## src/uarb_map.svh

```systemverilog
// Register offsets, field positions, reset values and timing counts of the arbiter.
// Assumes inclusion by bare name; definitions only.
`ifndef UARB_MAP_SVH
`define UARB_MAP_SVH
`define UARB_IO_ADDR_W        16
`define UARB_STATUS_ADDR      16'h02F7
`define UARB_STATUS_BIT       0
`define UARB_ENABLE_RESET     4'h0
`define UARB_EN_TX2_BIT       0
`define UARB_EN_TX1_BIT       1
`define UARB_EN_RX2_BIT       2
`define UARB_EN_RX1_BIT       3
`define UARB_FAIR_ENABLE_BIT  7
`define UARB_TX1_VECTOR       4'h7
`define UARB_CLK_PERIOD_NS    50
`define UARB_REQ_GAP_NS       100
`define UARB_REQ_GAP_CYC      ((`UARB_REQ_GAP_NS + `UARB_CLK_PERIOD_NS - 1) / `UARB_CLK_PERIOD_NS)
`define UARB_GAP_W            3
`endif

```

## src/uarb_pkg.sv

```systemverilog
// Types shared by the arbiter modules.
// Assumes nothing of its surroundings.
package uarb_pkg;
  typedef enum logic [5:0] {
    LK_IDLE = 6'h01,
    LK_RX1  = 6'h02,
    LK_RX2  = 6'h04,
    LK_TX1  = 6'h08,
    LK_TX2  = 6'h10,
    LK_GAP  = 6'h20
  } uarb_lock_t;
  typedef enum logic [6:0] {
    BA_IDLE  = 7'h01,
    BA_REQ   = 7'h02,
    BA_ARB   = 7'h04,
    BA_LOSE  = 7'h08,
    BA_WON   = 7'h10,
    BA_BURST = 7'h20,
    BA_END   = 7'h40
  } uarb_bus_t;
  typedef enum logic [1:0] {
    FR_WAIT = 2'b00,
    FR_TEMP = 2'b01,
    FR_XFR  = 2'b10,
    FR_IDLE = 2'b11
  } uarb_fair_t;
endpackage : uarb_pkg

```

## src/uarb_fair_if.sv

```systemverilog
// Carries requests and degate outputs between the arbiter and its fairness bank.
// Assumes one clock domain.
`timescale 1ns/10ps
`default_nettype none
interface uarb_fair_if;
  logic [3:0] req;
  logic       fair_en;
  logic       preempt;
  logic [3:0] degate;
  modport arb  (output req, output fair_en, output preempt, input degate);
  modport fair (input req, input fair_en, input preempt, output degate);
endinterface : uarb_fair_if
`default_nettype wire

```

## src/uarb_arbiter.sv

```systemverilog
// Local DMA request arbiter: lockout, vector select, bus arbitration, fairness, TC status.
// Assumes a synchronous I/O strobe port; async bus and UART inputs are synchronised here.
//
// Summary of operation
// - Lockout idles until a gated request is active, then takes one.
// - Priority is receiver one, receiver two, transmitter one, transmitter two.
// - A request state asserts the local request low and drives the select code.
// - Hold request state until that request drops, ignoring others, then idle.
// - Stay idle until the local request has been inactive 100 ns.
// - Select code picks one of four vectors; transmitter one is fixed at 0111.
// - Drive the vector only with arbitration enable; flag bus won on match.
// - Bus machine leaves idle on local request and asserts preempt.
// - On arbitration cycle start, assert arbitration enable, keep preempt.
// - Lost cycle: drop enable, keep preempt, re-arbitrate on next cycle.
// - On winning, pass one state dropping preempt, then go to burst.
// - Burst state asserts burst; the DMA controller does the transfer.
// - Local request inactive: final state drops burst, then idle.
// - Fairness works only with bit 7 of option byte 102 set.
// - Each fairness machine resets to idle and moves to transfer on its request.
// - Request ends with fairness on and others pending: wait, degate asserted.
// - Others all gone: pass a degated intermediate state, release on idle.
// - A request passes only when enabled and not degated.
// - Terminal count with read or write and chip select names a channel.
// - A channel's terminal count clears its enable bit.
// - Any channel terminal count sets the status latch driving interrupt three.
// - Reading 2F7 returns the latch on bit 0 and clears it.
// - The enable register is four write-only bits; one enables a request.
// - Enable bits 0..3 gate tx2, tx1, rx2, rx1; upper bits ignored.
`timescale 1ns/10ps
`default_nettype none
`include "uarb_map.svh"
module uarb_arbiter (
  input  wire logic        ref_clk,             // 20 MHz clock.
  input  wire logic        reset_n,             // Asynchronous reset, active low.
  input  wire logic        clk_en,              // Freezes all state while low.
  input  wire logic        receive_one_strobe,  // Receiver one DMA strobe, async.
  input  wire logic        receive_two_strobe,  // Receiver two DMA strobe, async.
  input  wire logic        transmit_one_strobe, // Transmitter one DMA strobe, async.
  input  wire logic        transmit_two_strobe, // Transmitter two DMA strobe, async.
  input  wire logic [15:0] io_addr,             // I/O address, synchronous.
  input  wire logic        io_rd,               // I/O read strobe, one cycle.
  input  wire logic        io_wr,               // I/O write strobe, one cycle.
  input  wire logic [7:0]  io_wdata,            // I/O write data.
  output logic      [7:0]  io_rdata,            // I/O read data, registered.
  input  wire logic        uart_select_one,     // UART one chip select.
  input  wire logic        uart_select_two,     // UART two chip select.
  input  wire logic        term_count,          // Terminal count from bus, async.
  input  wire logic [7:0]  option_byte_102,     // Configuration byte holding fairness.
  input  wire logic [3:0]  vector_rx1,          // Arbitration vector for receiver one.
  input  wire logic [3:0]  vector_rx2,          // Arbitration vector for receiver two.
  input  wire logic [3:0]  vector_tx2,          // Arbitration vector for transmitter two.
  input  wire logic        arb_cycle,           // Arbitration cycle in progress, async.
  input  wire logic [3:0]  arb_bus_in,          // Arbitration bus level, async.
  output logic      [3:0]  arb_bus_out,         // Arbitration bus drive value.
  output logic      [3:0]  arb_bus_oe,          // Arbitration bus drive enables.
  output logic             preempt_n,           // Preempt, active low.
  output logic             burst_n,             // Burst, active low.
  output logic             local_dma_request_n, // Local request, active low.
  output logic             select_code_msb,     // Select code bit 1.
  output logic             select_code_lsb,     // Select code bit 0.
  output logic             transfer_done_irq    // Interrupt three.
);
  localparam int GAP_CYC = `UARB_REQ_GAP_CYC;

  // Two-stage synchronisers for everything not on ref_clk.
  logic [9:0] sy1_r;
  logic [9:0] sy2_r;
  always_ff @(posedge ref_clk or negedge reset_n) begin
    if (!reset_n) begin
      sy1_r <= 10'h000;
      sy2_r <= 10'h000;
    end else if (clk_en) begin
      sy1_r <= {arb_bus_in, arb_cycle, term_count, receive_one_strobe,
                receive_two_strobe, transmit_one_strobe, transmit_two_strobe};
      sy2_r <= sy1_r;
    end
  end
  logic [3:0] strobe_s;
  logic       tc_s;
  logic       arb_s;
  logic [3:0] arb_bus_s;
  assign strobe_s  = sy2_r[3:0];
  assign tc_s      = sy2_r[4];
  assign arb_s     = sy2_r[5];
  assign arb_bus_s = sy2_r[9:6];

  // Enable register, status latch and terminal count decode.
  logic [3:0] enable_r;
  logic [3:0] enable_nxt;
  logic       status_r;
  logic       status_nxt;
  logic       tc_d_r;
  logic [7:0] rdata_nxt;
  logic [3:0] tc_ch;
  logic       hit;
  // Last access kind is remembered so a late terminal count still decodes.
  logic       io_rd_seen;
  logic       io_wr_seen;
  logic       sel_one_seen;
  logic       sel_two_seen;
  always_comb begin
    hit = (io_addr == `UARB_STATUS_ADDR);
    tc_ch = 4'h0;
    if (tc_s && !tc_d_r) begin
      tc_ch[`UARB_EN_RX1_BIT] = io_rd_seen & sel_one_seen;
      tc_ch[`UARB_EN_RX2_BIT] = io_rd_seen & sel_two_seen;
      tc_ch[`UARB_EN_TX1_BIT] = io_wr_seen & sel_one_seen;
      tc_ch[`UARB_EN_TX2_BIT] = io_wr_seen & sel_two_seen;
    end
    enable_nxt = enable_r;
    if (io_wr && hit) enable_nxt = io_wdata[3:0];
    enable_nxt = enable_nxt & ~tc_ch;
    status_nxt = status_r;
    rdata_nxt  = 8'h00;
    if (io_rd && hit) begin
      rdata_nxt[`UARB_STATUS_BIT] = status_r;
      status_nxt = 1'b0;
    end
    if (|tc_ch) status_nxt = 1'b1;
  end

  always_ff @(posedge ref_clk or negedge reset_n) begin
    if (!reset_n) begin
      io_rd_seen   <= 1'b0;
      io_wr_seen   <= 1'b0;
      sel_one_seen <= 1'b0;
      sel_two_seen <= 1'b0;
    end else if (clk_en && (io_rd || io_wr)) begin
      io_rd_seen   <= io_rd;
      io_wr_seen   <= io_wr;
      sel_one_seen <= uart_select_one;
      sel_two_seen <= uart_select_two;
    end
  end
  always_ff @(posedge ref_clk or negedge reset_n) begin
    if (!reset_n) begin
      enable_r <= `UARB_ENABLE_RESET;
      status_r <= 1'b0;
      tc_d_r   <= 1'b0;
      io_rdata <= 8'h00;
    end else if (clk_en) begin
      enable_r <= enable_nxt;
      status_r <= status_nxt;
      tc_d_r   <= tc_s;
      io_rdata <= rdata_nxt;
    end
  end

  // Gated requests, bit 3 rx1 .. bit 0 tx2.
  uarb_fair_if fi ();
  logic [3:0] req;
  assign req        = strobe_s & enable_r & ~fi.degate;
  assign fi.req     = req;
  assign fi.fair_en = option_byte_102[`UARB_FAIR_ENABLE_BIT];
  assign fi.preempt = ~preempt_n;
  uarb_fairness u_fair (
    .ref_clk (ref_clk),
    .reset_n (reset_n),
    .clk_en  (clk_en),
    .fi      (fi)
  );

  // Lockout machine.
  uarb_pkg::uarb_lock_t lk_r;
  uarb_pkg::uarb_lock_t lk_nxt;
  logic [`UARB_GAP_W-1:0] gap_r;
  logic [`UARB_GAP_W-1:0] gap_nxt;
  logic                   local_dma_request_nxt;
  logic [1:0]             sel_nxt;
  logic [1:0]             sel_r;
  always_comb begin
    lk_nxt  = lk_r;
    gap_nxt = gap_r;
    case (lk_r)
      uarb_pkg::LK_IDLE: begin
        if (req[3]) lk_nxt = uarb_pkg::LK_RX1;
        else if (req[2]) lk_nxt = uarb_pkg::LK_RX2;
        else if (req[1]) lk_nxt = uarb_pkg::LK_TX1;
        else if (req[0]) lk_nxt = uarb_pkg::LK_TX2;
      end
      uarb_pkg::LK_RX1: if (!req[3]) lk_nxt = uarb_pkg::LK_GAP;
      uarb_pkg::LK_RX2: if (!req[2]) lk_nxt = uarb_pkg::LK_GAP;
      uarb_pkg::LK_TX1: if (!req[1]) lk_nxt = uarb_pkg::LK_GAP;
      uarb_pkg::LK_TX2: if (!req[0]) lk_nxt = uarb_pkg::LK_GAP;
      default: begin
        gap_nxt = gap_r + `UARB_GAP_W'(1);
        if (gap_r >= `UARB_GAP_W'(GAP_CYC - 1)) begin
          lk_nxt  = uarb_pkg::LK_IDLE;
          gap_nxt = '0;
        end
      end
    endcase
    local_dma_request_nxt = !(lk_nxt inside {uarb_pkg::LK_IDLE, uarb_pkg::LK_GAP});
    case (lk_nxt)
      uarb_pkg::LK_RX2: sel_nxt = 2'h1;
      uarb_pkg::LK_TX1: sel_nxt = 2'h2;
      uarb_pkg::LK_TX2: sel_nxt = 2'h3;
      uarb_pkg::LK_RX1: sel_nxt = 2'h0;
      default:          sel_nxt = sel_r;
    endcase
  end
  always_ff @(posedge ref_clk or negedge reset_n) begin
    if (!reset_n) begin
      lk_r                <= uarb_pkg::LK_IDLE;
      gap_r               <= '0;
      sel_r               <= 2'h0;
      local_dma_request_n <= 1'b1;
    end else if (clk_en) begin
      lk_r                <= lk_nxt;
      gap_r               <= gap_nxt;
      sel_r               <= sel_nxt;
      local_dma_request_n <= ~local_dma_request_nxt;
    end
  end
  assign select_code_msb = sel_r[1];
  assign select_code_lsb = sel_r[0];

  // Vector selection and compare.
  logic [3:0] vector;
  logic       bus_won;
  always_comb begin
    case (sel_r)
      2'h0:    vector = vector_rx1;
      2'h1:    vector = vector_rx2;
      2'h2:    vector = `UARB_TX1_VECTOR;
      default: vector = vector_tx2;
    endcase
    bus_won = (arb_bus_s == vector);
  end

  // Bus arbitration machine.
  uarb_pkg::uarb_bus_t ba_r;
  uarb_pkg::uarb_bus_t ba_nxt;
  logic                arb_en;
  always_comb begin
    ba_nxt = ba_r;
    case (ba_r)
      uarb_pkg::BA_IDLE: if (!local_dma_request_n) ba_nxt = uarb_pkg::BA_REQ;
      uarb_pkg::BA_REQ:  if (arb_s) ba_nxt = uarb_pkg::BA_ARB;
      uarb_pkg::BA_ARB: begin
        if (!arb_s) ba_nxt = bus_won ? uarb_pkg::BA_WON : uarb_pkg::BA_LOSE;
      end
      uarb_pkg::BA_LOSE:  if (arb_s) ba_nxt = uarb_pkg::BA_ARB;
      uarb_pkg::BA_WON:   ba_nxt = uarb_pkg::BA_BURST;
      uarb_pkg::BA_BURST: if (local_dma_request_n) ba_nxt = uarb_pkg::BA_END;
      default:            ba_nxt = uarb_pkg::BA_IDLE;
    endcase
    arb_en = (ba_nxt == uarb_pkg::BA_ARB);
  end
  always_ff @(posedge ref_clk or negedge reset_n) begin
    if (!reset_n) begin
      ba_r              <= uarb_pkg::BA_IDLE;
      preempt_n         <= 1'b1;
      burst_n           <= 1'b1;
      arb_bus_oe        <= 4'h0;
      arb_bus_out       <= 4'h0;
      transfer_done_irq <= 1'b0;
    end else if (clk_en) begin
      ba_r      <= ba_nxt;
      preempt_n <= !(ba_nxt inside {uarb_pkg::BA_REQ, uarb_pkg::BA_ARB,
                                    uarb_pkg::BA_LOSE});
      burst_n     <= (ba_nxt != uarb_pkg::BA_BURST);
      arb_bus_oe  <= {4{arb_en}};
      arb_bus_out <= arb_en ? vector : 4'h0;
      transfer_done_irq <= status_nxt;
    end
  end
endmodule : uarb_arbiter
`default_nettype wire

```

## src/uarb_fairness.sv

```systemverilog
// Four fairness machines, one per gated request, index 3 rx1 down to 0 tx2.
// Assumes inputs already synchronous to ref_clk.
`timescale 1ns/10ps
`default_nettype none
module uarb_fairness (
  input  wire logic ref_clk,  // Clock.
  input  wire logic reset_n,  // Asynchronous reset.
  input  wire logic clk_en,   // Freezes state when low.
  uarb_fair_if.fair fi        // Requests and degates.
);
  genvar g;
  generate
    for (g = 0; g < 4; g++) begin : g_fair
      uarb_pkg::uarb_fair_t st_r;
      uarb_pkg::uarb_fair_t st_nxt;
      logic                 others;
      always_comb begin
        others = (|(fi.req & ~(4'h1 << g))) | fi.preempt;
        st_nxt = st_r;
        case (st_r)
          uarb_pkg::FR_IDLE: if (fi.req[g]) st_nxt = uarb_pkg::FR_XFR;
          uarb_pkg::FR_XFR: begin
            if (!fi.req[g]) begin
              if (fi.fair_en && others) st_nxt = uarb_pkg::FR_WAIT;
              else st_nxt = uarb_pkg::FR_IDLE;
            end
          end
          uarb_pkg::FR_WAIT: if (!others) st_nxt = uarb_pkg::FR_TEMP;
          default: st_nxt = uarb_pkg::FR_IDLE;
        endcase
      end
      always_ff @(posedge ref_clk or negedge reset_n) begin
        if (!reset_n) st_r <= uarb_pkg::FR_IDLE;
        else if (clk_en) st_r <= st_nxt;
      end
      assign fi.degate[g] = ~st_r[1];
    end
  endgenerate
endmodule : uarb_fairness
`default_nettype wire

```

## config.mk

```make
export PLATFORM = sky130hd
export DESIGN_NAME = uarb_arbiter
export DESIGN_NICKNAME = d
export VERILOG_FILES = /design/src/uarb_pkg.sv /design/src/uarb_fair_if.sv /design/src/uarb_arbiter.sv /design/src/uarb_fairness.sv
export VERILOG_INCLUDE_DIRS = /design/src
export SDC_FILE = /design/constraint.sdc
export NUM_CORES = 1
export LEC_CHECK = 0
export ABC_AREA = 1
export BUFFER_PORTS_ARGS = -buffer_cell sky130_fd_sc_hd__buf_4
export CAP_MARGIN = 20
export CORE_UTILIZATION = 55
export DETAILED_ROUTE_END_ITERATION = 16
export PLACE_DENSITY = 0.81
export REMOVE_ABC_BUFFERS = 1
export SETUP_SLACK_MARGIN = 0.3
export SLEW_MARGIN = 20
export SYNTH_ARGS = -nofsm -noshare
export SYNTH_HDL_FRONTEND = slang
export SYNTH_HIERARCHICAL = 1
export SYNTH_SLANG_ARGS = --single-unit
```

## constraint.sdc

```tcl
create_clock -name ref_clk -period 2.1 [get_ports ref_clk]
set_input_delay 0.105 -clock ref_clk [delete_from_list [all_inputs] [get_ports ref_clk]]
set_output_delay 0.105 -clock ref_clk [all_outputs]
set_load 0.1 [all_outputs]
```

# After elaboration in Yosys (flattened, before gate mapping)
# Cells that the tools add are included.
[word_totals]
out_inout_bits = 22
in_bits = 61
wordCells = 168
reg_bits = 65
[op_classes]
n_reduce_logical = 34
n_addsub = 1
eq_ne = 45
mux = 45
bitwise = 19
magnitude_cmp = 1
[ops]
columns = ["cell", "count"]
rows = [
  ["6-bit two-way mux", 9],
  ["7-bit one-hot mux with 5 select lines", 1],
  ["2-bit two-way mux", 16],
  ["6-bit one-hot mux with 5 select lines", 1],
  ["7-bit two-way mux", 4],
  ["2-bit one-hot mux with 3 select lines", 4],
  ["2-bit == test, second input constant", 9],
  ["16-bit by 10-bit == test with 1-bit output, second input constant", 1],
  ["2-bit != test, second input constant", 8],
  ["4-bit AND reduction", 4],
  ["7-bit by 2-bit == test with 1-bit output, second input constant", 2],
  ["7-bit by 3-bit == test with 1-bit output, second input constant", 2],
  ["7-bit by 4-bit == test with 1-bit output, second input constant", 2],
  ["4-bit AND", 3],
  ["6-bit by 1-bit == test with 1-bit output, second input constant", 2],
  ["6-bit by 2-bit == test with 1-bit output, second input constant", 2],
  ["6-bit by 3-bit == test with 1-bit output, second input constant", 2],
  ["6-bit by 4-bit == test with 1-bit output, second input constant", 2],
  ["6-bit by 5-bit == test with 1-bit output, second input constant", 2],
  ["4-bit two-way mux", 3],
  ["4-bit one-hot mux with 3 select lines", 1],
  ["3-bit OR reduction", 4],
  ["2-bit zero test", 5],
  ["1-bit logical AND", 8],
  ["other kinds (27)", 48],
]

# Logic depth before layout (Yosys ltp)
[logic_depth]
depth_word = 11
mapped_depth = 14
depth_no_buf = 14

# By module
# Netlist, hierarchy kept.
[by_module_without_submodules]
columns = ["mod", "seq_area_each_um2", "area_per_inst_um2", "n_inst", "cells_each"]
rows = [
  ["uarb_arbiter", 1432.6, 3118.0, 1, 416],
  ["uarb_fairness", 210.2, 594.3, 1, 99],
]

# Worst setup path after synthesis
# Ideal clock, no wire load.
[synth_timing]
path_type = "reg-to-reg"
from = "register sel_r[1]"
to = "register ba_r[4]"
stages_incl_launch_ff = 10
required_time_ps = 1981
setup_slack_ps = 128
path_buffers = 0
synth_period_minus_slack_ps = 1972
t_arrival_ps = 1853
setup_time_ps = 119
cell_sequence = "dfrtp_1 nand2_1 or2_1 nand3_1 nand2_1 nand3_1 nor2_1 nand2_1 o21ai_1 o21a_1"
[synth_via]
elab_chain_cells = 6
elab_cells_between_ends = 8
classes_between = "eq/ne (3); mux (4); reduce/logical (1)"
[synth_lines]
columns = ["element", "line", "source"]
rows = [
  ["start: declaration", "uarb_arbiter.sv:170", "logic [1:0] sel_r;"],
  ["start signal: assignment", "uarb_arbiter.sv:211", "sel_r <= sel_nxt;"],
  ["2-bit == test, or another cell as far along", "uarb_arbiter.sv:222", "case (sel_r)"],
  ["4-bit one-hot mux with 3 select lines (*)", "uarb_arbiter.sv:222", ""],
  ["4-bit == test (*)", "uarb_arbiter.sv:228", "bus_won = (arb_bus_s == vector);"],
  ["5-bit two-way mux (*)", "uarb_arbiter.sv:241", "if (!arb_s) ba_nxt = bus_won ? uarb_pkg::BA_WON : uarb_pkg::BA_LOSE;"],
  ["7-bit two-way mux (*)", "uarb_arbiter.sv:241", ""],
  ["7-bit one-hot mux with 5 select lines (*)", "uarb_arbiter.sv:237", "case (ba_r)"],
  ["end signal: assignment", "uarb_arbiter.sv:252", "ba_r <= uarb_pkg::BA_IDLE;"],
  ["end signal: assignment", "uarb_arbiter.sv:259", "ba_r <= ba_nxt;"],
  ["end: declaration", "uarb_arbiter.sv:232", "uarb_pkg::uarb_bus_t ba_r;"],
]
# Every way passes the cells marked *; elsewhere a longest branch is shown, timed or not.
# A chain may end at the register's enable or synchronous reset.

# Worst setup path after layout
[layout_timing]
from = "register u_fair.g_fair[0].st_r[1]"
to = "register local_dma_request_n"
[layout_via]
elab_chain_cells = 10
elab_cells_between_ends = 12
classes_between = "eq/ne (2); mux (6); bitwise (3); reduce/logical (1)"
[layout_lines]
columns = ["element", "line", "source"]
rows = [
  ["start: declaration", "uarb_fairness.sv:14", "uarb_pkg::uarb_fair_t st_r;"],
  ["start signal: assignment", "uarb_fairness.sv:33", "if (!reset_n) st_r <= uarb_pkg::FR_IDLE;"],
  ["start signal: assignment", "uarb_fairness.sv:34", "else if (clk_en) st_r <= st_nxt;"],
  ["1-bit inverter (*)", "uarb_fairness.sv:36", "assign fi.degate[g] = ~st_r[1];"],
  ["named net fi.degate[0]", "uarb_fair_if.sv:9", "logic [3:0] degate;"],
  ["4-bit inverter (*)", "uarb_arbiter.sv:152", "assign req = strobe_s & enable_r & ~fi.degate;"],
  ["4-bit AND (*)", "uarb_arbiter.sv:152", ""],
  ["6-bit two-way mux", "uarb_arbiter.sv:179", "else if (req[0]) lk_nxt = uarb_pkg::LK_TX2;"],
  ["6-bit two-way mux", "uarb_arbiter.sv:178", "else if (req[1]) lk_nxt = uarb_pkg::LK_TX1;"],
  ["6-bit two-way mux", "uarb_arbiter.sv:177", "else if (req[2]) lk_nxt = uarb_pkg::LK_RX2;"],
  ["6-bit two-way mux", "uarb_arbiter.sv:176", "if (req[3]) lk_nxt = uarb_pkg::LK_RX1;"],
  ["6-bit one-hot mux with 5 select lines (*)", "uarb_arbiter.sv:174", "case (lk_r)"],
  ["6-bit by 1-bit == test with 1-bit output or 6-bit == test (tied branches)", "uarb_arbiter.sv:193", "local_dma_request_nxt = !(lk_nxt inside {uarb_pkg::LK_IDLE, uarb_pkg::LK_GAP});"],
  ["2-bit nonzero test (*)", "uarb_arbiter.sv:193", ""],
  ["end signal: assignment", "uarb_arbiter.sv:212", "local_dma_request_n <= ~local_dma_request_nxt;"],
  ["end: declaration", "uarb_arbiter.sv:58", "output logic local_dma_request_n,"],
]
# The timed path passes the listed nets; every way through them passes the cells marked *.

==> impl_metrics.py <==
metrics = {
    "clock_network": {
        "cts_tree": "done",
        "cts.sinks": 65,
        "cts_buffer_depth": 2,
        "cts_root_buffer": "clkbuf_8",
        "insertion_delay_ns": 0.34,
        "cts-buffers-inserted": 9,
        "htree_levels": 3,
        "cts.clk_slew.worst_paths_ns": 0.07,
    },
    "place": {
        "gp_congestion": 0.844,
        "port_buffers": 64,
        "pre_cts_ws_ns": 0.292,
        "dp_hpwl_mm": 6.04,
    },
    "power": {
        "power_switching_mw": 2.61,
        "seqPwrFrac": 0.340,
        "cellPowerDensity_nw_per_um2": 1200,
        "power_mw": 5.62,
        "intPower_mw": 3.01,
        "power_frac_comb": 0.481,
        "clockPowerShare": 0.180,
        "vdd_drop_max_v": 0.000676,
        "p_leak_nw": 2.47,
        "sw_frac_of_total": 0.465,
    },
    "yosys": {
        "yosys-top-cells-area": "dfrtp_1 (35%), nand2_1 (16%), dfstp_2 (9.2%)",
        "yosysWarnings": 6,
        "syn_area_um2": 3710,
        "avgSynthCellArea_um2": 7.21,
        "synth_top_area_cell": "dfrtp_1",
        "syn_inst": 515,
        "seq_area_frac_synth": 0.443,
        "synth-main-ff-cell": "dfrtp_1",
        "ys_ff_latch": 65,
        "synth.distinct_cells": 38,
        "async_flop_share": 1.00,
        "synth-edff-count": 0,
        "yosys.area.top_type_share": 0.351,
    },
    "die": {
        "die_area_um2": 7080,
        "die_h_um": 84.2,
        "core_um2": 6420,
        "initial_core_util": 0.578,
        "io_pins": 83,
        "die_w_um": 84.2,
        "rows": 29,
    },
    "outcome": {
        "status": "finished with violations",
        "failed_checks": "DRC",
    },
    "grt": {
        "antenna_found_initial": 0,
        "grt_pass1_vias": 3387,
        "track_usage": 0.257,
        "grt_start_max_net_pins": 66,
        "grt_pass1_wl_mm": 14.6,
        "grt-ovfl-total": 0,
    },
    "setup_path": {
        "start_kind": "register",
        "crit_arrival_ns": 2.02,
        "end_kind": "register",
        "r2r_end": "local_dma_request_n$_DFFE_PN1P_",
        "reg2reg_slack_ns": 0.36,
        "cp.required_ns": 2.38,
        "cp_max_fo": 6,
        "reg2reg_from": "u_fair/g_fair[0].st_r[1]$_DFFE_PN1P_",
        "reg2regPathDepth": 11,
        "worstSetupPathType": "register to register",
    },
    "worst_hold_path": {
        "whs_path_depth": 3,
        "hp-start": "io_rd",
        "hp-class": "input port to register",
        "hold_end": "io_rd_seen$_DFFE_PN0P_",
    },
    "layout": {
        "num-nets-final": 665,
        "fin_util": 0.729,
        "drive_above_1_share": 0.252,
        "area_growth_pct": 26.1,
        "diodes": 0,
    },
    "detailed_routing": {
        "antenna_left": 0,
        "drt_iter0_markers": 466,
        "routed_wirelength_mm": 8.81,
        "drt-pass1-iter-count": 11,
        "vias": 3662,
        "wl_per_cell_um": 12.9,
        "via_per_inst": 5.35,
        "drc": 2,
    },
    "sta": {
        "hold_viol_final": 0,
        "finalSetupTns_ns": 0,
        "maxSlewViolCount": 0,
        "worst_clock_skew_ns": 0.0112,
        "min_period_ns": 1.74,
        "tightest_slew_ns": 0.792,
        "period_share": 0.829,
        "rsz0062_at_grt": "true",
        "setup_viol": 0,
        "whs_ns": 0.0399,
        "fmax_mhz": 574,
        "slew_headroom": 0.472,
        "timing.final.ws_setup_ns": 0.359,
    },
    "run": {
        "drv_cap": 0,
    },
}
-- placed cells by master, fill, tap and decap left out, types with 3 or more instances in the layout --
| cell | n |
|---|---|
| o21ai_0 | 33 |
| dlygate4sd3_1 | 14 |
| inv_1 | 52 |
| nand3_1 | 29 |
| clkinvlp_4 | 3 |
| inv_2 | 9 |
| nor3_1 | 6 |
| conb_1 | 7 |
| nor2_1 | 56 |
| nand3b_1 | 3 |
| a221oi_1 | 4 |
| nand2_2 | 7 |
| clkbuf_8 | 11 |
| dfrtp_1 | 51 |
| xor2_1 | 3 |
| a21oi_1 | 8 |
| nand4_1 | 8 |
| nand3_2 | 5 |
| nand2_1 | 158 |
| dfstp_2 | 13 |
| nor2_4 | 7 |
| buf_4 | 76 |
| o21ai_1 | 8 |
| nor2_2 | 12 |
-- cell usage after synthesis, types with 2 or more instances --
| cell type | number |
|---|---|
| nand2_1 | 162 |
| o21a_1 | 2 |
| dfstp_2 | 13 |
| a221oi_1 | 4 |
| nor2_2 | 10 |
| nand2_2 | 3 |
| inv_2 | 7 |
| nand4_1 | 8 |
| xor2_1 | 3 |
| o21ai_0 | 33 |
| buf_4 | 11 |
| o22ai_1 | 2 |
| nand3_1 | 32 |
| o21ai_1 | 8 |
| nor2_4 | 4 |
| a21oi_1 | 10 |
| inv_1 | 56 |
| nor3_1 | 6 |
| ha_1 | 2 |
| dfrtp_1 | 52 |
| nand3b_1 | 3 |
| nor2_1 | 61 |
| nand3_2 | 2 |
| clkbuf_1 | 7 |
-- routing by layer --
layer / share of wire / GRT usage
met1: 0.43 / 0.335
met5: 0 / 0
met3: 0.059 / 0.0442
met2: 0.48 / 0.431
met4: 0.022 / 0.0987
-- worst max-delay path: stages (launching register included) --
cell and delay [ns]:
dfstp_2 0.58, inv_2 0.06, nand3b_4 0.21, a21oi_2 0.15
nor2_1 0.06, nor2_2 0.16, nand2_2 0.08, nor2_2 0.12
nand3_1 0.08, nand2_1 0.07, nand2_1 0.04, nand2_1 0.07
-- cell families after synthesis --
kind of cell,count (synthesis),synth area share
AOI/OAI and AO/OA,64,0.0957
adders and majority gates,2,0.00674
other,1,0.00101
buffers and inverters,84,0.0964
xor gates and xnor gates,3,0.00708
and+or+nand+nor,296,0.351
DFF,65,0.443
-- per-stage QoR --
stage	instance area [um^2]	instances
after floorplan	3620	501
after global placement	4210	644
after detailed placement	4210	644
after CTS	4550	675
after global routing	4680	684
final	4680	684
-- what timing repair did --
action	CTS	global route
setup buffers	1	9
endpoints found under the hold margin	65	0
pin swaps	0	8
setup endpoints to repair	1	6
resized for setup	1	22
hold buffers	14	0
-- registers in the layout, summed over array words and instances (netlist names), 2 cells and up --
signal and count:
gap_r 3, u_fair/g_fair.st_r 8, sy2_r 10, enable_r 4, ba_r 7, sy1_r 10, arb_bus_out 4, sel_r 2
lk_r 6
-- worst max-delay path by stage --
| stage | start | endpoint | slack [ns] | depth (start not counted) |
|---|---|---|---|---|
| 3_3_place_gp | u_fair/g_fair[3].st_r[1]$_DFFE_PN1P_ | local_dma_request_n$_DFFE_PN1P_ | 0.34 | 12 |
| 3_5_place_dp | u_fair/g_fair[3].st_r[1]$_DFFE_PN1P_ | local_dma_request_n$_DFFE_PN1P_ | 0.29 | 12 |
| 6_report | u_fair/g_fair[0].st_r[1]$_DFFE_PN1P_ | local_dma_request_n$_DFFE_PN1P_ | 0.36 | 11 |
| 5_1_grt | lk_r[0]$_DFFE_PN1P_ | local_dma_request_n$_DFFE_PN1P_ | 0.24 | 12 |
| 4_1_cts | u_fair/g_fair[3].st_r[1]$_DFFE_PN1P_ | local_dma_request_n$_DFFE_PN1P_ | 0.33 | 12 |
| 2_1_floorplan | arb_bus_oe[0]$_DFFE_PN0P_ | arb_bus_oe[0]$_DFFE_PN0P_ | -0.92 | 2 |
-- power by group through the flow --
stage / sequential (mW) / clock (mW) / combinational (mW)
after floorplan: 2.22 / 0 / 1.53
after global placement: 1.89 / 0 / 2.34
after detailed placement: 1.91 / 0 / 2.44
after CTS: 1.89 / 1.03 / 2.49
after global routing: 1.94 / 1.10 / 2.98
final: 1.91 / 1.01 / 2.70
-- layout make-up --
cell class                      count  area [um^2]
Clock inverter                      5         37.5
Inverter                           64          246
Fill cell                         495         1740
Timing Repair Buffer               90          711
Tap cell                           77         96.3
Sequential cell                    65         1640
Multi-Input combinational cell    372         1790
Clock buffer                       11          151
No activity file was read; power rests on OpenSTA's default activity.
